--- src/hw/video_regs_pkg.sv ---
// Shared constants, codes and carriers for the video format, framing and test register bank.
// Assumes one word clock and an 8-bit synchronous host control port on that clock.
// Contract
// Near-full flag rises when queue occupancy reaches 90% of capacity; mappable to port.
// Short-packet flag sets when a header arrives before the previous packet completes.
// Parity mask set skips ID parity; clear checks and refuses parity-failing packets.
// Vertical-blank extract enable allows packets on blanking lines, active and horizontal parts.
// A forced-format code confines processing to that one format only, never ranges.
// Format bit 4 means HD; bit 3 means PAL, also set for 24P HD.
// Fourteen format codes follow the fixed table of SD and HD rasters.
// High-def-only bit restricts lock search to the HD rate range. The code searches both ranges if the standard-def-only bit is also set.
// Standard-def-only bit restricts lock search to the SD rate ranges. The code searches both ranges if the high-def-only bit is also set.
// With both lock-only bits clear, search spans SD and HD rates.
// Policy and permit clear: word alignment fixes on the first valid sync sequence.
// Then off-boundary sync raises new-sync-position until an on-boundary sync arrives.
// Policy set: realign as if new-sync-position fed the realign permit.
// Host may instead wire new-sync-position to permit externally, policy left clear.
// Policy clear and permit set: realign on every valid sync sequence.
// Framing policy bit is 1 after power-on and every reset.
// Detected format is stored automatically using the forced-format code set.
// Detected HD code ignores the 1.001 rate difference.
// Sync word bits 6, 7, 8 captured as H, V, F, held for the field.
// Pattern choice selects output; HD bars, NTSC bars, PAL PLL serve self-test.
// Generator enable runs both the pattern generator and the self-check. The code runs the self-check only for the R20 self-test patterns.
// Self-check result bit reads 1 on pass, 0 on fail.
// Pattern bit 5 HD, bit 4 progressive/PAL, bits 1:0 black/PLL/EQ/bars.
// Registers are 8 bits; undocumented bits read zero.
package video_regs_pkg;

  // Register indices on the control port
  localparam logic [7:0] VIDEO_STANDARD_CONTROL_ADDR = 8'h0B;
  localparam logic [7:0] VIDEO_STANDARD_STATUS_ADDR  = 8'h0C;
  localparam logic [7:0] PATTERN_TEST_CONTROL_ADDR   = 8'h0D;
  localparam logic [7:0] AUX_EXTRACT_OPTIONS_ADDR    = 8'h18;

  // Control register fields
  localparam int CTL_HIGH_DEF_LOCK_ONLY_BIT = 5;
  localparam int CTL_STANDARD_DEF_LOCK_ONLY_BIT = 6;
  localparam int CTL_POLICY_BIT  = 7;
  localparam logic [7:0] VIDEO_STANDARD_CONTROL_RESET = 8'h80;

  // Pattern register fields
  localparam int TEST_ENABLE_BIT = 6;
  localparam int TEST_PASS_BIT   = 7;
  localparam logic [5:0] PATTERN_RESET = 6'h00;

  // Aux option fields
  localparam int AUX_NEAR_FULL_BIT  = 0;
  localparam int AUX_SHORT_BIT      = 1;
  localparam int AUX_PARITY_OFF_BIT = 2;
  localparam int AUX_VBLANK_BIT     = 3;
  localparam logic [1:0] AUX_OPTIONS_RESET = 2'h0;

  // Aux queue size and the 90% level, rounded up
  localparam int AUX_QUEUE_DEPTH     = 512;
  localparam int AUX_OCC_WIDTH       = 10;
  localparam int NEAR_FULL_PERCENT   = 90;
  localparam logic [AUX_OCC_WIDTH-1:0] NEAR_FULL_LEVEL =
    AUX_OCC_WIDTH'((AUX_QUEUE_DEPTH * NEAR_FULL_PERCENT + 99) / 100);

  // Video format codes
  typedef enum logic [4:0] {
    FMT_NONE     = 5'b00000,
    FMT_525_54   = 5'b00001,
    FMT_525_36   = 5'b00010,
    FMT_525_27   = 5'b00011,
    FMT_625_54   = 5'b01001,
    FMT_625_36   = 5'b01010,
    FMT_625_27   = 5'b01011,
    FMT_1035I    = 5'b10001,
    FMT_1080I30  = 5'b10010,
    FMT_1080P30  = 5'b10011,
    FMT_1080I25  = 5'b11001,
    FMT_1080P25  = 5'b11010,
    FMT_1250I25  = 5'b11100,
    FMT_1080P24  = 5'b11101,
    FMT_720P60   = 5'b10100
  } format_code_e;

  localparam int FMT_HD_BIT  = 4;
  localparam int FMT_PAL_BIT = 3;

  // Lock search range presented to the rate detector
  typedef enum logic [1:0] {
    LOCK_BOTH = 2'b00,
    LOCK_HD   = 2'b01,
    LOCK_SD   = 2'b10
  } lock_range_e;

  // Pattern kind in bits 1:0 of the choice word
  localparam int PAT_HD_BIT   = 5;
  localparam int PAT_PROG_BIT = 4;
  localparam logic [1:0] PAT_BLACK = 2'b00;
  localparam logic [1:0] PAT_PLL   = 2'b01;
  localparam logic [1:0] PAT_EQ    = 2'b10;
  localparam logic [1:0] PAT_BARS  = 2'b11;
  localparam logic [5:0] PAT_SD_NTSC_BARS = 6'h03;
  localparam logic [5:0] PAT_SD_PAL_PLL   = 6'h11;

  // Host access on the control port
  typedef struct packed {
    logic       sel;
    logic       wr;
    logic       rd;
    logic [7:0] addr;
    logic [7:0] wdata;
  } host_req_s;

  // Timing flags from a sync word: F, V, H
  typedef struct packed {
    logic f;
    logic v;
    logic h;
  } trs_flags_s;

endpackage

--- src/hw/video_format_framing_test_regs.sv ---
// Format, framing, aux extraction and test pattern register bank with its status logic.
// Assumes host port, datapath events and detector outputs are on the word clock;
// the realign permit arrives from a multifunction pin and is synchronised here.
`timescale 1ns/1ps
module video_format_framing_test_regs (
  input  wire logic                                     clock,
  input  wire logic                                     reset,
  input  wire video_regs_pkg::host_req_s                host_req,
  output logic [7:0]                                    host_rdata_r,
  input  wire logic [video_regs_pkg::AUX_OCC_WIDTH-1:0] aux_queue_occupancy,
  input  wire logic                                     aux_packet_header,
  input  wire logic                                     aux_packet_done,
  input  wire logic                                     aux_packet_id_parity_error,
  input  wire logic                                     aux_packet_on_vblank_line,
  input  wire logic                                     detect_valid,
  input  wire video_regs_pkg::format_code_e             detect_code,
  input  wire logic                                     trs_valid,
  input  wire logic                                     trs_on_boundary,
  input  wire video_regs_pkg::trs_flags_s               trs_flags,
  input  wire logic                                     self_check_done,
  input  wire logic                                     self_check_pass,
  input  wire logic                                     realign_input,
  output logic                                          aux_queue_near_full_flag_r,
  output logic                                          short_packet_flag_r,
  output logic                                          aux_packet_extract_r,
  output video_regs_pkg::format_code_e                  forced_format_r,
  output logic                                          forced_format_active_r,
  output video_regs_pkg::lock_range_e                   lock_range_r,
  output logic                                          new_sync_position_r,
  output logic                                          realign_r,
  output logic                                          word_aligned_r,
  output logic [5:0]                                    pattern_choice_r,
  output logic                                          generator_enable_r,
  output logic                                          self_check_run_r
);
  import video_regs_pkg::*;

  // Writable control state
  logic [7:0]   control_r,  control_nxt;
  logic [5:0]   pattern_nxt;
  logic         gen_nxt;
  logic [1:0]   aux_opt_r,  aux_opt_nxt;
  // Captured status
  format_code_e detected_r, detected_nxt;
  trs_flags_s   flags_r,    flags_nxt;
  logic         flags_seen_r, flags_seen_nxt;
  logic         pass_r,     pass_nxt;
  logic         in_packet_r, in_packet_nxt;
  logic         short_nxt;
  logic         near_full_nxt;
  logic         extract_nxt;
  logic [7:0]   rdata_nxt;
  format_code_e forced_nxt;
  logic         forced_active_nxt;
  lock_range_e  lock_nxt;
  logic         self_run_nxt;
  // Permit pin synchroniser
  logic         permit_meta_r;
  logic         permit_sync_r;

  logic wr_en;
  logic rd_en;
  logic short_read;
  logic nsp_int;
  logic realign_int;
  logic aligned_int;

  // Checks a code against the fourteen supported formats
  function automatic logic code_known(input logic [4:0] code);
    logic ok;
    ok = 1'b0;
    case (code)
      FMT_525_54, FMT_525_36, FMT_525_27, FMT_625_54, FMT_625_36, FMT_625_27,
      FMT_1035I, FMT_1080I30, FMT_1080P30, FMT_1080I25, FMT_1080P25,
      FMT_1250I25, FMT_1080P24, FMT_720P60: ok = 1'b1;
      default: ok = 1'b0;
    endcase
    return ok;
  endfunction

  // Tells whether a pattern choice doubles as self-check data
  function automatic logic pattern_self_check(input logic [5:0] pat);
    logic ok;
    ok = (pat[PAT_HD_BIT] && pat[1:0] == PAT_BARS) ||
         (pat == PAT_SD_NTSC_BARS) || (pat == PAT_SD_PAL_PLL);
    return ok;
  endfunction

  assign wr_en      = host_req.sel && host_req.wr;
  assign rd_en      = host_req.sel && host_req.rd;
  assign short_read = rd_en && (host_req.addr == AUX_EXTRACT_OPTIONS_ADDR);

  // Register writes
  always_comb begin
    control_nxt = control_r;
    pattern_nxt = pattern_choice_r;
    gen_nxt     = generator_enable_r;
    aux_opt_nxt = aux_opt_r;
    if (wr_en) begin
      case (host_req.addr)
        VIDEO_STANDARD_CONTROL_ADDR: control_nxt = host_req.wdata;
        PATTERN_TEST_CONTROL_ADDR: begin
          pattern_nxt = host_req.wdata[5:0];
          gen_nxt     = host_req.wdata[TEST_ENABLE_BIT];
        end
        AUX_EXTRACT_OPTIONS_ADDR: aux_opt_nxt = host_req.wdata[AUX_VBLANK_BIT:AUX_PARITY_OFF_BIT];
        default: control_nxt = control_r;
      endcase
    end
  end

  // Derived control outputs
  always_comb begin
    forced_nxt        = format_code_e'(control_r[4:0]);
    forced_active_nxt = code_known(control_r[4:0]);
    if (control_r[CTL_HIGH_DEF_LOCK_ONLY_BIT] && !control_r[CTL_STANDARD_DEF_LOCK_ONLY_BIT]) begin
      lock_nxt = LOCK_HD;
    end else if (control_r[CTL_STANDARD_DEF_LOCK_ONLY_BIT] && !control_r[CTL_HIGH_DEF_LOCK_ONLY_BIT]) begin
      lock_nxt = LOCK_SD;
    end else begin
      lock_nxt = LOCK_BOTH;
    end
    self_run_nxt = generator_enable_r && pattern_self_check(pattern_choice_r);
  end

  // Aux packet tracking, flags and extraction decision
  always_comb begin
    in_packet_nxt = in_packet_r;
    short_nxt     = short_packet_flag_r;
    if (short_read) begin
      short_nxt = 1'b0;
    end
    if (aux_packet_done) begin
      in_packet_nxt = 1'b0;
    end
    if (aux_packet_header) begin
      in_packet_nxt = 1'b1;
      if (in_packet_r && !aux_packet_done) begin
        short_nxt = 1'b1;
      end
    end
    near_full_nxt = (aux_queue_occupancy >= NEAR_FULL_LEVEL);
    extract_nxt   = aux_packet_header &&
                    (aux_opt_r[0] || !aux_packet_id_parity_error) &&
                    (aux_opt_r[1] || !aux_packet_on_vblank_line);
  end

  // Detected format, timing flags and self-check result
  always_comb begin
    detected_nxt   = detected_r;
    flags_nxt      = flags_r;
    flags_seen_nxt = flags_seen_r;
    pass_nxt       = pass_r;
    if (detect_valid) begin
      detected_nxt = detect_code;
    end
    if (trs_valid && (!flags_seen_r || trs_flags.f != flags_r.f)) begin
      flags_nxt      = trs_flags;
      flags_seen_nxt = 1'b1;
    end
    if (self_check_done) begin
      pass_nxt = self_check_pass;
    end
  end

  // Read data, undefined bits zero
  always_comb begin
    rdata_nxt = 8'h00;
    if (rd_en) begin
      case (host_req.addr)
        VIDEO_STANDARD_CONTROL_ADDR: rdata_nxt = control_r;
        VIDEO_STANDARD_STATUS_ADDR:  rdata_nxt = {flags_r.f, flags_r.v, flags_r.h, detected_r};
        PATTERN_TEST_CONTROL_ADDR:   rdata_nxt = {pass_r, generator_enable_r, pattern_choice_r};
        AUX_EXTRACT_OPTIONS_ADDR:    rdata_nxt = {4'h0, aux_opt_r, short_packet_flag_r,
                                                  aux_queue_near_full_flag_r};
        default:                     rdata_nxt = 8'h00;
      endcase
    end
  end

  // All registers
  always_ff @(posedge clock or posedge reset) begin
    if (reset) begin
      control_r                  <= VIDEO_STANDARD_CONTROL_RESET;
      pattern_choice_r           <= PATTERN_RESET;
      generator_enable_r         <= 1'b0;
      aux_opt_r                  <= AUX_OPTIONS_RESET;
      detected_r                 <= FMT_NONE;
      flags_r                    <= '0;
      flags_seen_r               <= 1'b0;
      pass_r                     <= 1'b0;
      in_packet_r                <= 1'b0;
      short_packet_flag_r        <= 1'b0;
      aux_queue_near_full_flag_r <= 1'b0;
      aux_packet_extract_r       <= 1'b0;
      host_rdata_r               <= 8'h00;
      forced_format_r            <= FMT_NONE;
      forced_format_active_r     <= 1'b0;
      lock_range_r               <= LOCK_BOTH;
      self_check_run_r           <= 1'b0;
      permit_meta_r              <= 1'b0;
      permit_sync_r              <= 1'b0;
      new_sync_position_r        <= 1'b0;
      realign_r                  <= 1'b0;
      word_aligned_r             <= 1'b0;
    end else begin
      control_r                  <= control_nxt;
      pattern_choice_r           <= pattern_nxt;
      generator_enable_r         <= gen_nxt;
      aux_opt_r                  <= aux_opt_nxt;
      detected_r                 <= detected_nxt;
      flags_r                    <= flags_nxt;
      flags_seen_r               <= flags_seen_nxt;
      pass_r                     <= pass_nxt;
      in_packet_r                <= in_packet_nxt;
      short_packet_flag_r        <= short_nxt;
      aux_queue_near_full_flag_r <= near_full_nxt;
      aux_packet_extract_r       <= extract_nxt;
      host_rdata_r               <= rdata_nxt;
      forced_format_r            <= forced_nxt;
      forced_format_active_r     <= forced_active_nxt;
      lock_range_r               <= lock_nxt;
      self_check_run_r           <= self_run_nxt;
      permit_meta_r              <= realign_input;
      permit_sync_r              <= permit_meta_r;
      new_sync_position_r        <= nsp_int;
      realign_r                  <= realign_int;
      word_aligned_r             <= aligned_int;
    end
  end

  // Framing decision on the synchronised permit
  framing_ctrl u_framing (
    .clock               (clock),
    .reset               (reset),
    .trs_valid           (trs_valid),
    .trs_on_boundary     (trs_on_boundary),
    .policy              (control_r[CTL_POLICY_BIT]),
    .permit              (permit_sync_r),
    .aligned_r           (aligned_int),
    .realign_r           (realign_int),
    .new_sync_position_r (nsp_int)
  );

  property p_near_full;
    @(posedge clock) disable iff (reset)
      (aux_queue_occupancy >= NEAR_FULL_LEVEL) |=> aux_queue_near_full_flag_r;
  endproperty
  a_near_full: assert property (p_near_full) else $error("near full missed");

  property p_not_near_full;
    @(posedge clock) disable iff (reset)
      (aux_queue_occupancy < NEAR_FULL_LEVEL) |=> !aux_queue_near_full_flag_r;
  endproperty
  a_not_near_full: assert property (p_not_near_full) else $error("near full early");

  property p_short_set;
    @(posedge clock) disable iff (reset)
      (aux_packet_header && in_packet_r && !aux_packet_done) |=> short_packet_flag_r;
  endproperty
  a_short_set: assert property (p_short_set) else $error("short packet not flagged");

  property p_parity_refuse;
    @(posedge clock) disable iff (reset)
      (aux_packet_id_parity_error && !aux_opt_r[0]) |=> !aux_packet_extract_r;
  endproperty
  a_parity_refuse: assert property (p_parity_refuse) else $error("parity failing packet taken");

  property p_vblank_refuse;
    @(posedge clock) disable iff (reset)
      (aux_packet_on_vblank_line && !aux_opt_r[1]) |=> !aux_packet_extract_r;
  endproperty
  a_vblank_refuse: assert property (p_vblank_refuse) else $error("blanking packet taken");

  property p_lock_hd;
    @(posedge clock) disable iff (reset)
      (control_r[CTL_HIGH_DEF_LOCK_ONLY_BIT] && !control_r[CTL_STANDARD_DEF_LOCK_ONLY_BIT]) |=> (lock_range_r == LOCK_HD);
  endproperty
  a_lock_hd: assert property (p_lock_hd) else $error("hd lock range wrong");

  property p_policy_reset;
    @(posedge clock) $fell(reset) |-> control_r[CTL_POLICY_BIT];
  endproperty
  a_policy_reset: assert property (p_policy_reset) else $error("policy not set after reset");

  property p_flags_hold;
    @(posedge clock) disable iff (reset) (!trs_valid) |=> (flags_r == $past(flags_r));
  endproperty
  a_flags_hold: assert property (p_flags_hold) else $error("timing flags changed");

  property p_detect_store;
    @(posedge clock) disable iff (reset) detect_valid |=> (detected_r == $past(detect_code));
  endproperty
  a_detect_store: assert property (p_detect_store) else $error("detected code not stored");

  property p_self_run;
    @(posedge clock) disable iff (reset) (!generator_enable_r) |=> !self_check_run_r;
  endproperty
  a_self_run: assert property (p_self_run) else $error("self check ran while disabled");

  c_short: cover property (@(posedge clock) disable iff (reset) short_packet_flag_r ##1 short_read);
  c_nsp:   cover property (@(posedge clock) disable iff (reset) new_sync_position_r ##[1:50] realign_r);
  c_self:  cover property (@(posedge clock) disable iff (reset) self_check_run_r && pass_r);
endmodule

--- src/hw/framing_ctrl.sv ---
// Word framing decision: when to take a new word alignment and the new-sync-position flag.
// Assumes sync detection and permit level are already on the word clock.
`timescale 1ns/1ps
module framing_ctrl (
  input  wire logic clock,
  input  wire logic reset,
  input  wire logic trs_valid,
  input  wire logic trs_on_boundary,
  input  wire logic policy,
  input  wire logic permit,
  output logic      aligned_r,
  output logic      realign_r,
  output logic      new_sync_position_r
);
  import video_regs_pkg::*;

  logic aligned_nxt;
  logic realign_nxt;
  logic nsp_nxt;
  logic realign_allowed;

  // Permit, or internal loop from the flag when policy is set
  assign realign_allowed = permit | (policy & new_sync_position_r);

  // Next alignment state
  always_comb begin
    aligned_nxt = aligned_r;
    realign_nxt = 1'b0;
    nsp_nxt     = new_sync_position_r;
    if (trs_valid) begin
      if (!aligned_r || realign_allowed) begin
        aligned_nxt = 1'b1;
        realign_nxt = 1'b1;
        nsp_nxt     = 1'b0;
      end else if (!trs_on_boundary) begin
        nsp_nxt = 1'b1;
      end else begin
        nsp_nxt = 1'b0;
      end
    end
  end

  // Alignment registers
  always_ff @(posedge clock or posedge reset) begin
    if (reset) begin
      aligned_r           <= 1'b0;
      realign_r           <= 1'b0;
      new_sync_position_r <= 1'b0;
    end else begin
      aligned_r           <= aligned_nxt;
      realign_r           <= realign_nxt;
      new_sync_position_r <= nsp_nxt;
    end
  end

  property p_first_align;
    @(posedge clock) disable iff (reset) (trs_valid && !aligned_r) |=> (aligned_r && realign_r);
  endproperty
  a_first_align: assert property (p_first_align) else $error("first sync did not align");

  property p_nsp_hold;
    @(posedge clock) disable iff (reset)
      (new_sync_position_r && !trs_valid && !realign_r) |=> new_sync_position_r;
  endproperty
  a_nsp_hold: assert property (p_nsp_hold) else $error("new sync flag dropped early");

  property p_fixed_no_realign;
    @(posedge clock) disable iff (reset)
      (aligned_r && !policy && !permit && trs_valid) |=> !realign_r;
  endproperty
  a_fixed_no_realign: assert property (p_fixed_no_realign) else $error("realigned while fixed");

  property p_permit_realign;
    @(posedge clock) disable iff (reset) (trs_valid && permit) |=> realign_r;
  endproperty
  a_permit_realign: assert property (p_permit_realign) else $error("permit did not realign");

  property p_policy_loop;
    @(posedge clock) disable iff (reset)
      (policy && new_sync_position_r && trs_valid) |=> (realign_r && !new_sync_position_r);
  endproperty
  a_policy_loop: assert property (p_policy_loop) else $error("policy loop did not realign");

  c_off_boundary: cover property (@(posedge clock) disable iff (reset)
    aligned_r && trs_valid && !trs_on_boundary && !policy && !permit);
endmodule

--- config.mk ---
export PLATFORM = sky130hd
export DESIGN_NAME = video_format_framing_test_regs
export DESIGN_NICKNAME = d
export VERILOG_FILES = /design/src/hw/video_regs_pkg.sv /design/src/hw/video_format_framing_test_regs.sv /design/src/hw/framing_ctrl.sv
export SDC_FILE = /design/constraint.sdc
export NUM_CORES = 1
export LEC_CHECK = 0
export ABC_CLOCK_PERIOD_IN_PS = 1700
export BUFFER_PORTS_ARGS = -buffer_cell sky130_fd_sc_hd__buf_2
export CAP_MARGIN = 20
export CORE_UTILIZATION = 34
export CTS_BUF_LIST = sky130_fd_sc_hd__clkbuf_8
export DETAILED_ROUTE_END_ITERATION = 16
export GPL_TIMING_DRIVEN = 0
export SETUP_SLACK_MARGIN = 0.3
export SLEW_MARGIN = 0
export SYNTH_ARGS = -nofsm -noshare
export SYNTH_HDL_FRONTEND = slang
export SYNTH_HIERARCHICAL = 1
export SYNTH_SLANG_ARGS = --single-unit
--- constraint.sdc ---
create_clock -name clock -period 1.7 [get_ports clock]
set_input_delay 0.085 -clock clock [delete_from_list [all_inputs] [get_ports clock]]
set_output_delay 0.085 -clock clock [all_outputs]
set_load 0.02 [all_outputs]
==> summary.txt, run 1 <==
Timing
  – RSZ-0062 raised after global routing: no
  – Final Hold Violating Endpoints: 0
  – Final worst slack: 376 ps
  – Fmax: 756 MHz
  – Setup Skew: 6.39 ps
  – Ratio of final minimum period to clock period: 0.779
  – Actual slew at the worst max-slew pin: 583 ps
  – Final min period: 1320 ps
  – Setup_tns: 0 ps
  – Endpoints failing setup: 0
  – Final Max Slew Viols: 0
  – Max transition margin: 0.611

Clock tree
  – CTS tree: built
  – H-tree lvl count: 2
  – Clock sinks: 56
  – CTS Root Cell: clkbuf_8
  – TritonCTS Buffers: 5
  – Clock-pin slew on the worst setup and hold paths: 100 ps
  – Worst skew pair latency: 310 ps
  – Clock buffer depth: 2

Hold path
  – Hold Path Class: in -> reg
  – Hold path cells: 2

Logic synthesis
  – Asr flop ratio synth: 1.00
  – Synth top area share: 0.547
  – Synth warnings: 6
  – Sequential-to-total area share from yosys stat: 0.558
  – Syn nets: 252
  – Synth Register Bits: 56
  – Main synth FF type: dfrtp_1
  – Number of synthesized flops with an enable pin: 0
  – Top cells by area, synth: dfrtp_1 (55%), mux2_2 (12%), nand3b_1 (4.8%)
  – Distinct cells, synth: 40
  – Average cell area after synthesis: 12.5 um^2
  – Cell taking the most area after synthesis: dfrtp_1
  – Synthesized area: 2510 um^2
  – Post-Syn Instances: 201

Global routing
  – Global route total overflow: 0
  – First-pass GRT wire length: 9.06 mm
  – Vias in the first global route: 1,943
  – Total GRT Usage: 0.155
  – Largest net degree at the start of global routing: 31
  – Initial antenna violation count: 0

Run
  – Max Cap Viol: 0

Die
  – Std cell rows: 30
  – DIE AREA: 7740 um^2
  – Horiz. Die Dim: 88.0 um
  – I/O Pins: 79
  – Die Ht: 88.0 um
  – Initial core utilization: 0.360
  – Core Region: 6980 um^2

Route
  – Drt total wl: 5.44 mm
  – Post-DRT Antenna Nets: 0
  – # DRC: 0
  – Via density: 4.80
  – Wire per inst: 13.7 um
  – Via count: 1,907
  – DR iter-0 viols: 41
  – DRT Pass-1 Iters: 6

Layout
  – Fin area: 3320 um^2
  – Non-filler instance count after layout: 397
  – # diodes: 0
  – Fillers: 697
  – Share of cells above drive strength 1: 0.449
  – Final Net Count: 351
  – Area growth syn-to-layout: 32.0%

Critical path
  – Crit path max fanout: 4
  – Critical path's largest stage delay: 440 ps
  – Worst R2R Path Depth: 6
  – Startpoint Class: register
  – Worst EP required: 1900 ps
  – Setup CP Type: reg -> reg
  – Slowest-stage cell, CP: dfrtp_1
  – Worst path arrival time: 1520 ps
  – Critical path, cell by cell: inv_1 > ha_1 > inv_1 > ha_1 > nand2b_1 > a31o_2
  – Worst setup EP type: register

Placement
  – Hpwl dp: 4.19 mm
  – Placed Cells incl. Taps: 376
  – Placed cell area: 3050 um^2
  – RePlAce Congestion: 0.734
  – I/O Buffers: 78
  – Setup Slack @ Placement: -132 ps

Pwr
  – Total leakage power: 0.00160 uW
  – Total chip power: 2600 uW
  – Cell Pwr Density: 783 nW/um^2
  – Max VDD drop: 0.357 mV

Status
  – Run status: complete, no violations
synth_stat cells (2+ instances only):
| cell type | count |
|---|---|
| dfrtp_1 | 55 |
| mux2_2 | 26 |
| a21boi_0 | 2 |
| nand3b_1 | 16 |
| a21oi_1 | 10 |
| nor2_1 | 4 |
| nand2b_1 | 3 |
| nor2b_1 | 7 |
| inv_1 | 10 |
| nand2_1 | 3 |
| ha_1 | 2 |
| and3b_1 | 8 |
| clkbuf_1 | 8 |
| o21ai_0 | 2 |
| a211o_2 | 7 |
| a41o_1 | 2 |
| nand4_1 | 6 |
| and2_1 | 2 |
| nor4b_1 | 2 |
| o211ai_1 | 6 |
placed cells by master, fill, tap and decap left out, types with 3 or more instances in the layout:
master,count
nor2b_1,7
mux2_2,26
o211ai_1,6
dfrtp_1,55
a211o_2,7
nor2_1,3
dlygate4sd3_1,12
a21oi_1,10
nand2b_1,3
clkbuf_8,5
nand3b_1,16
buf_2,79
clkbuf_1,6
inv_1,9
and3b_1,8
nand4_1,6
nand2_1,3
routing by layer:
metal / part of all wire / global-route usage
met5: 0 / 0
met4: 0.012 / 0.0492
met3: 0.060 / 0.0424
met2: 0.47 / 0.252
met1: 0.46 / 0.200
critical path, delay by kind of cell, from the launching register on:
kind,cells,cell delay (ps)
DFF,1,440
and+or+nand+nor,1,50
buffers and inverters,2,110
AOI/OAI and AO/OA,1,220
adders and majority gates,2,390
registers in the layout (all words and copies together) (netlist names), 2 cells and up:
name	flops
aux_opt_r	2
forced_format_r	5
flags_r	3
detected_r	5
host_rdata_r	8
pattern_choice_r	6
control_r	8
lock_range_r	2
layout make-up:
type                            instances  area, um^2  share of cell area
Buffer                                 10        48.8              0.0147
Clock inverter                          3        46.3              0.0139
Clock buffer                            5        68.8              0.0207
Multi-Input combinational cell        125        1040               0.315
Inverter                               10        37.5              0.0113
Tap cell                               96         120              0.0362
Sequential cell                        56        1400               0.423
Timing Repair Buffer                   92         551               0.166
cell families after synthesis:
| family | count (synthesis) | synth area share |
|---|---|---|
| adder cells (fa/ha/maj) | 2 | 0.00995 |
| multiplexers | 26 | 0.116 |
| AO/OA/AOI/OAI | 34 | 0.101 |
| AND/OR/NAND/NOR | 62 | 0.178 |
| XOR/XNOR | 1 | 0.00348 |
| flip-flops | 56 | 0.558 |
| buffers and inverters | 20 | 0.0333 |
stage by stage:
step,util,hold slack (ps)
global route,0.475,8.19
global placement,0.433,-39.9
finish,0.475,11.3
detailed placement,0.436,-27.3
floorplan,-,-161
CTS,0.473,3.52
final timing paths:
check | slack (ps) | from | endpoint
setup reg to reg | 380 | control_r[0] | forced_format_active_r
max in group asynchronous | 810 | reset | control_r[3]
min in group asynchronous | 190 | reset | u_framing/realign_r
hold reg to reg | 360 | u_framing/realign_r | realign_r
hold / removal | 10 | aux_queue_occupancy[8] | aux_queue_near_full_flag_r
setup / recovery | 380 | control_r[0] | forced_format_active_r
repair_timing:
| action | CTS | global route |
|---|---|---|
| hold buffers | 12 | 0 |
| pin swaps | 1 | 1 |
| setup buffers | 1 | 0 |
| hold endpoints to repair | 36 | 0 |
| setup endpoints to repair | 16 | 25 |
| resized for setup | 1 | 6 |
report_power, final:
group          total, uW  switching, uW  internal (uW)
Combinational        296            145            151
Sequential          1430           36.9           1390
Clock                876            432            444
Total               2600            614           1980
Power figures use the tool's default switching activity.
==> run 2: changes to the inputs <==
ABC_AREA = 1   (was unset)
ABC_CLOCK_PERIOD_IN_PS = 1200   (was 1700)
clock period = 1.2 ns   (was 1.7 ns; I/O delays follow)
==> run 2 against run 1 <==
The run now ends with setup timing left; critical path depth is the same; synthesized cell count rose by 40%; global-route usage grew 1.3 points; synthesized area shrank 1.7%; utilization increased by 8.6 points; first-iteration DRC count grew to 3.0 times the previous value; sequential power grew 43%; hold slack worse by 7.9 ps; design area grew 17%; final cell count grew 29%; die area fell by 1.7%; critical path type unchanged; largest cell class unchanged; largest power group unchanged.
==> summary.txt, run 2 <==
Status
  – Run status: finished, violations left (was complete, no violations)
  – Violated checks: setup timing

Layout
  – # diodes: 0 (unchanged)
  – Share of cells above drive strength 1: 0.407 (was 0.449)
  – Area growth syn-to-layout: 56.7% (was 32.0%)
  – Non-filler instance count after layout: 511 (was 397)
  – Final Net Count: 465 (was 351)
  – Multi-input gate area: 1030 um^2 (was 1040 um^2)
  – Most frequent cells in the layout: nand2_1 (75), dfrtp_1 (51), buf_2 (48) (was buf_2 (79), dfrtp_1 (55), mux2_2 (26))
  – Sequential cell area: 1410 um^2 (was 1400 um^2)
  – Regs by FF count: control_r: 8 flops, host_rdata_r: 8 flops, pattern_choice_r: 6 flops (unchanged)
  – Fillers: 639 (was 697)
  – Most common cell after layout, fill and taps aside: nand2_1 (was buf_2)
  – Fin util: 0.561 (was 0.475)

Timing
  – Setup Skew: 7.94 ps (was 6.39 ps)
  – Max transition margin: 0.679 (was 0.611)
  – Fmax: 781 MHz (was 756 MHz)
  – Endpoints failing setup: 1 (was 0)
  – Ratio of final minimum period to clock period: 1.07 (was 0.779)
  – Final Hold Violating Endpoints: 0 (unchanged)
  – Final worst slack: -79.9 ps (was 376 ps)
  – Actual slew at the worst max-slew pin: 478 ps (was 583 ps)
  – Setup_tns: -79.9 ps (was 0 ps)
  – Final min period: 1280 ps (was 1320 ps)
  – RSZ-0062 raised after global routing: yes (was no)
  – Final Max Slew Viols: 0 (unchanged)

Clock tree
  – Worst skew pair latency: 310 ps (about the same)
  – Clock-pin slew on the worst setup and hold paths: 100 ps (about the same)
  – Clock sinks: 56 (unchanged)
  – H-tree lvl count: 2 (unchanged)
  – CTS Root Cell: clkbuf_8 (unchanged)
  – TritonCTS Buffers: 5 (unchanged)
  – Clock buffer depth: 2 (unchanged)
  – CTS tree: built (unchanged)

Critical path
  – Reg-to-reg slack, setup: -80 ps (was 380 ps)
  – Startpoint Class: register (unchanged)
  – Crit path max fanout: 2 (was 4)
  – Worst path arrival time: 1530 ps (was 1520 ps)
  – Worst setup EP type: register (unchanged)
  – Worst EP required: 1450 ps (was 1900 ps)
  – Worst R2R Path Depth: 6 (unchanged)
  – Reg2Reg Capture Point: forced_format_active_r (unchanged)
  – Setup CP Type: reg -> reg (unchanged)
  – Worst r2r src: control_r[1] (was control_r[0])

Route
  – Post-DRT Antenna Nets: 0 (unchanged)
  – Drt total wl: 6.25 mm (was 5.44 mm)
  – Via density: 4.46 (was 4.80)
  – Wire per inst: 12.2 um (was 13.7 um)
  – DR iter-0 viols: 125 (was 41)
  – DRT Pass-1 Iters: 4 (was 6)
  – # DRC: 0 (unchanged)
  – Via count: 2,277 (was 1,907)

Die
  – DIE AREA: 7620 um^2 (was 7740 um^2)
  – Core Region: 6910 um^2 (was 6980 um^2)
  – Initial core utilization: 0.358 (was 0.360)
  – Die Ht: 87.3 um (was 88.0 um)
  – Horiz. Die Dim: 87.3 um (was 88.0 um)
  – I/O Pins: 79 (unchanged)
  – Std cell rows: 30 (unchanged)

Placement
  – Setup Slack @ Placement: -98.7 ps (was -132 ps)
  – RePlAce Congestion: 0.831 (was 0.734)
  – Placed Cells incl. Taps: 456 (was 376)
  – I/O Buffers: 78 (unchanged)
  – Hpwl dp: 4.36 mm (was 4.19 mm)

Logic synthesis
  – Asr flop ratio synth: 1.00 (unchanged)
  – Sequential-to-total area share from yosys stat: 0.567 (was 0.558)
  – XOR/XNOR Fraction of Synth Area: 0 (was 0.00348)
  – Most frequent cells after synthesis: nand2_1 (85), dfrtp_1 (55), inv_1 (38) (was dfrtp_1 (55), mux2_2 (26), nand3b_1 (16))
  – Post-synthesis mux area share: 0.0273 (was 0.116)
  – Top cells by area, synth: dfrtp_1 (56%), nand2_1 (13%), inv_1 (5.8%) (was dfrtp_1 (55%), mux2_2 (12%), nand3b_1 (4.8%))
  – Post-synthesis simple-gate area fraction: 0.267 (was 0.178)
  – Syn nets: 332 (was 252)
  – Synth warnings: 6 (unchanged)
  – Distinct cells, synth: 27 (was 40)
  – Largest family of logic cells by synthesized area: simple AND/OR/NAND/NOR gates (unchanged)
  – Synth Register Bits: 56 (unchanged)
  – Average cell area after synthesis: 8.80 um^2 (was 12.5 um^2)
  – Compound-Gate Fraction of Synth Area: 0.0612 (was 0.101)
  – Synthesized area: 2470 um^2 (was 2510 um^2)
  – Post-Syn Instances: 281 (was 201)
  – Number of synthesized flops with an enable pin: 0 (unchanged)
  – Count leader, synth: nand2_1 (was dfrtp_1)
  – Post-Synth Adder-Cell Area: 0.0101 (was 0.00995)
  – Synth top area share: 0.557 (was 0.547)
  – Main synth FF type: dfrtp_1 (unchanged)
  – Cell taking the most area after synthesis: dfrtp_1 (unchanged)

Pwr
  – Switching Share: 0.247 (was 0.236)
  – Total leakage power: 0.00199 uW (was 0.00160 uW)
  – Internal power: 2900 uW (was 1980 uW)
  – Net Switching: 950 uW (was 614 uW)
  – Max VDD drop: 0.429 mV (was 0.357 mV)
  – Seq pwr share: 0.532 (was 0.549)
  – Combinational share of power: 0.155 (was 0.114)
  – Clock share of power: 0.313 (was 0.337)
  – Cell Pwr Density: 993 nW/um^2 (was 783 nW/um^2)

Hold path
  – Worst hold start: self_check_done (was aux_queue_occupancy[8])
  – Hold Path Class: in -> reg (unchanged)
  – Hold path cells: 2 (unchanged)
  – Worst Hold Path EP: pass_r (was aux_queue_near_full_flag_r)

Run
  – Max Cap Viol: 0 (unchanged)

Global routing
  – Vias in the first global route: 2,062 (was 1,943)
  – Total GRT Usage: 0.167 (was 0.155)
  – Global route total overflow: 0 (unchanged)
  – Initial antenna violation count: 0 (unchanged)
  – Largest net degree at the start of global routing: 33 (was 31)
  – First-pass GRT wire length: 9.68 mm (was 9.06 mm)
==> run 2: metrics by stage <==
step	hold slack, ps	total power, uW	instance area, um^2
2_1_floorplan	-186	2280	2480
6_report	3.45	3850	3870
4_1_cts	3.05	3820	3620
3_3_place_gp	-43.5	2460	2990
5_1_grt	5.48	4030	3870
3_5_place_dp	-35.3	2480	3010
==> run 2: how the worst max path moves through the flow <==
stage	from	to	slack (ps)
finish	control_r[1]	forced_format_active_r	-80
global route	control_r[1]	forced_format_active_r	-140
CTS	control_r[0]	forced_format_active_r	-50
detailed placement	control_r[1]	forced_format_active_r	-100
global placement	control_r[0]	forced_format_active_r	-50
floorplan	control_r[1]	forced_format_active_r	10
==> run 2: critical path, cell delays in order (launching register included) <==
cell and delay, ps:
dfrtp_1 400, inv_1 60, ha_1 130, inv_1 40, ha_1 260, o21a_1 190
a21oi_2 130
==> run 2: final cells by class <==
type / count / area share
multi-input cells: 184 / 0.266
repair inverters: 1 / 0.00129
flip-flops and latches: 56 / 0.363
well taps: 96 / 0.0310
clock buffers: 5 / 0.0178
repair buffers: 125 / 0.266
plain buffers: 2 / 0.00581
clock inverters: 3 / 0.0100
inverters: 39 / 0.0387
==> run 2: cells by family (layout without fill, tap and decap cells) <==
family,after synthesis,in the layout
compound gates,26,26
flops,56,56
simple gates,150,150
buf+inv,41,175
mux,6,6
fa+ha+maj,2,2
==> run 2: per-layer routing <==
metal	GRT usage	vias to the layer above	wire (um)
met3	0.0256	11	248
met2	0.275	65	3020
met4	0.0626	0	144
li1	-	1139	-
met5	0	-	0
met1	0.223	1062	2840
==> run 2: power by group through the flow <==
stage,clock (uW),sequential (uW),combinational [uW]
finish,1210,2050,595
global route,1320,2060,654
CTS,1250,2040,532
floorplan,0,2100,176
global placement,0,2070,384
detailed placement,0,2080,401
==> run 2: what timing repair did <==
item / CTS / global route
endpoints found under the hold margin: 46 / 0
gates cloned: 0 / 1
hold buffers: 24 / 0
pin swaps: 10 / 16
gates resized for setup: 58 / 47
buffers inserted: 11 / 11
endpoints found under the setup margin: 27 / 83
==> run 3: changes to the inputs <==
ABC_AREA = unset   (was 1)
==> run 3 against run 2 <==
The run still ends with setup timing left; clock skew decreased by 4.2 ps; fmax decreased by 1.8%; count of clock-buffer cells in the layout increased by 1; die area increased by 1.7%; first-iteration DRC count decreased by 34%; critical path type unchanged; largest cell class unchanged; highest routed layer unchanged.
==> summary.txt, run 3 (same netlist as run 1, synthesis figures left out) <==
Status
  – Run status: finished, violations left (unchanged)
  – Violated checks: setup timing (unchanged)

Pwr
  – Cell Pwr Density: 914 nW/um^2 (was 993 nW/um^2)
  – Seq pwr share: 0.559 (was 0.532)
  – Total leakage power: 0.00184 uW (was 0.00199 uW)
  – Combinational share of power: 0.158 (was 0.155)
  – Switching Share: 0.242 (was 0.247)
  – Internal power: 2750 uW (was 2900 uW)
  – Clock share of power: 0.283 (was 0.313)
  – Max VDD drop: 0.522 mV (was 0.429 mV)
  – Net Switching: 879 uW (was 950 uW)
  – Total chip power: 3630 uW (was 3850 uW)

Route
  – Drt total wl: 6.55 mm (was 6.25 mm)
  – # DRC: 0 (unchanged)
  – Post-DRT Antenna Nets: 0 (unchanged)
  – DRT Pass-1 Iters: 4 (unchanged)
  – Via count: 2,047 (was 2,277)
  – Via density: 4.82 (was 4.46)
  – DR iter-0 viols: 82 (was 125)
  – Wire per inst: 15.4 um (was 12.2 um)

Placement
  – Placed cell area: 3120 um^2 (was 3010 um^2)
  – RePlAce Congestion: 0.748 (was 0.831)
  – I/O Buffers: 78 (unchanged)
  – Setup Slack @ Placement: -602 ps (was -98.7 ps)
  – Hpwl dp: 4.13 mm (was 4.36 mm)

Global routing
  – Initial antenna violation count: 0 (unchanged)
  – Total GRT Usage: 0.169 (was 0.167)
  – First-pass GRT wire length: 9.84 mm (was 9.68 mm)
  – Global route total overflow: 0 (unchanged)
  – Vias in the first global route: 1,999 (was 2,062)
  – Largest net degree at the start of global routing: 34 (was 33)

Die
  – DIE AREA: 7740 um^2 (was 7620 um^2)
  – I/O Pins: 79 (unchanged)
  – Std cell rows: 30 (unchanged)
  – Horiz. Die Dim: 88.0 um (was 87.3 um)
  – Die Ht: 88.0 um (was 87.3 um)
  – Core Region: 6980 um^2 (was 6910 um^2)
  – Initial core utilization: 0.360 (was 0.358)

Hold path
  – Hold path cells: 2 (unchanged)
  – Hold Path Class: in -> reg (unchanged)

Clock tree
  – TritonCTS Buffers: 5 (unchanged)
  – CTS tree: built (unchanged)
  – H-tree lvl count: 2 (unchanged)
  – Worst skew pair latency: 300 ps (was 310 ps)
  – Clock buffer depth: 2 (unchanged)
  – CTS Root Cell: clkbuf_8 (unchanged)
  – Clock sinks: 56 (unchanged)
  – Clock-pin slew on the worst setup and hold paths: 90 ps (was 100 ps)

Critical path
  – Worst setup EP type: register (unchanged)
  – Startpoint Class: register (unchanged)
  – Critical path depth in cells: 6 (unchanged)
  – Crit path max-delay family: flip-flops (unchanged)
  – Worst path arrival time: 1500 ps (was 1530 ps)
  – Worst EP required: 1400 ps (was 1450 ps)
  – Critical path's largest stage delay: 410 ps (was 400 ps)
  – Crit path max fanout: 2 (unchanged)
  – Setup CP Type: reg -> reg (unchanged)
  – WP buf/inv: 2 (unchanged)
  – Worst R2R Path Depth: 6 (unchanged)
  – Critical path, cell by cell: inv_1 > ha_2 > inv_2 > ha_4 > nand2b_1 > a31o_2 (was inv_1 > ha_1 > inv_1 > ha_1 > o21a_1 > a21oi_2)
  – Slowest-stage cell, CP: dfrtp_1 (unchanged)

Timing
  – Final worst slack: -103 ps (was -79.9 ps)
  – Actual slew at the worst max-slew pin: 579 ps (was 478 ps)
  – Setup Skew: 3.78 ps (was 7.94 ps)
  – Ratio of final minimum period to clock period: 1.09 (was 1.07)
  – Final Max Slew Viols: 0 (unchanged)
  – Final Hold Violating Endpoints: 0 (unchanged)
  – Endpoints failing setup: 9 (was 1)
  – Fmax: 767 MHz (was 781 MHz)
  – Setup_tns: -432 ps (was -79.9 ps)
  – Final min period: 1300 ps (was 1280 ps)
  – Max transition margin: 0.614 (was 0.679)
  – RSZ-0062 raised after global routing: yes (unchanged)

Layout
  – Most frequent cells in the layout: dfrtp_1 (50), buf_2 (46), buf_6 (39) (was nand2_1 (75), dfrtp_1 (51), buf_2 (48))
  – Most common cell after layout, fill and taps aside: dfrtp_1 (was nand2_1)
  – Share of cells above drive strength 1: 0.550 (was 0.407)
  – Regs by FF count: control_r: 8 flops, host_rdata_r: 8 flops, pattern_choice_r: 6 flops (unchanged)
  – Final Net Count: 379 (was 465)
  – Area growth syn-to-layout: 57.9% (was 56.7%)
  – Fin area: 3970 um^2 (was 3870 um^2)
  – # diodes: 0 (unchanged)
  – Fin util: 0.569 (was 0.561)

Run
  – Max Cap Viol: 0 (unchanged)
## run 3: cell count changes in the layout (fill, tap and decap cells not counted), sizes merged, moves of 16 or more
cell | before | now
inv | 38 | 11
mux2 | 6 | 26
nand2 | 88 | 3
nand3 | 23 | 1
nand3b | 0 | 16
nor2 | 34 | 4
## run 3: path summary, 6_finish.rpt
kind / from / endpoint / slack (ps)
setup reg to reg: control_r[1] / forced_format_active_r / -100
hold reg to reg: u_framing/realign_r / realign_r / 360
setup / recovery: control_r[1] / forced_format_active_r / -100
hold / removal: host_req[0] / pattern_choice_r[0] / 9
max in group asynchronous: reset / control_r[2] / 460
min in group asynchronous: reset / u_framing/aligned_r / 220
## run 3: cell type report
class,count,area (um^2)
sequential,56,1410
fill,603,3010
clock buffer,6,82.6
timing repair inverter,1,5.00
tap,96,120
timing repair buffer,119,1010
clock inverter,2,7.51
buffer,10,75.1
inverter,10,41.3
multi-input combinational,125,1220
## run 3: power by group through the flow
stage | clock network (uW) | registers, uW | logic [uW]
after floorplan | 0 | 2070 | 208
after global placement | 0 | 2060 | 391
after detailed placement | 0 | 2060 | 407
after CTS | 1060 | 2020 | 510
after global routing | 1140 | 2040 | 622
final | 1030 | 2030 | 573
## run 3: through the flow
step | instances | hold slack (ps)
finish | 425 | 9.50
detailed placement | 376 | -37.7
global route | 425 | 0.560
CTS | 415 | 0.0610
global placement | 375 | -43.9
floorplan | 201 | -186
## run 3: what timing repair did
action,4_1_cts,5_1_grt
gates resized for setup,56,66
setup endpoints to repair,41,96
buffers inserted,15,7
gates cloned,0,1
hold endpoints to repair,38,2
pin swaps,13,15
hold buffers,16,2
## run 3: worst register-to-register path: stages (launching register included)
cell	delay (ps)
dfrtp_1	410
inv_1	70
ha_2	160
inv_2	40
ha_4	240
nand2b_1	40
a31o_2	240
## run 3: per-layer routing
metal	vias up	track usage	routed length, um	share of wire
li1	982	-	-	-
met1	1003	0.227	2980	0.45
met2	56	0.270	3210	0.49
met3	6	0.0452	290	0.044
met4	0	0.0417	67	0.010
met5	-	0	0	0
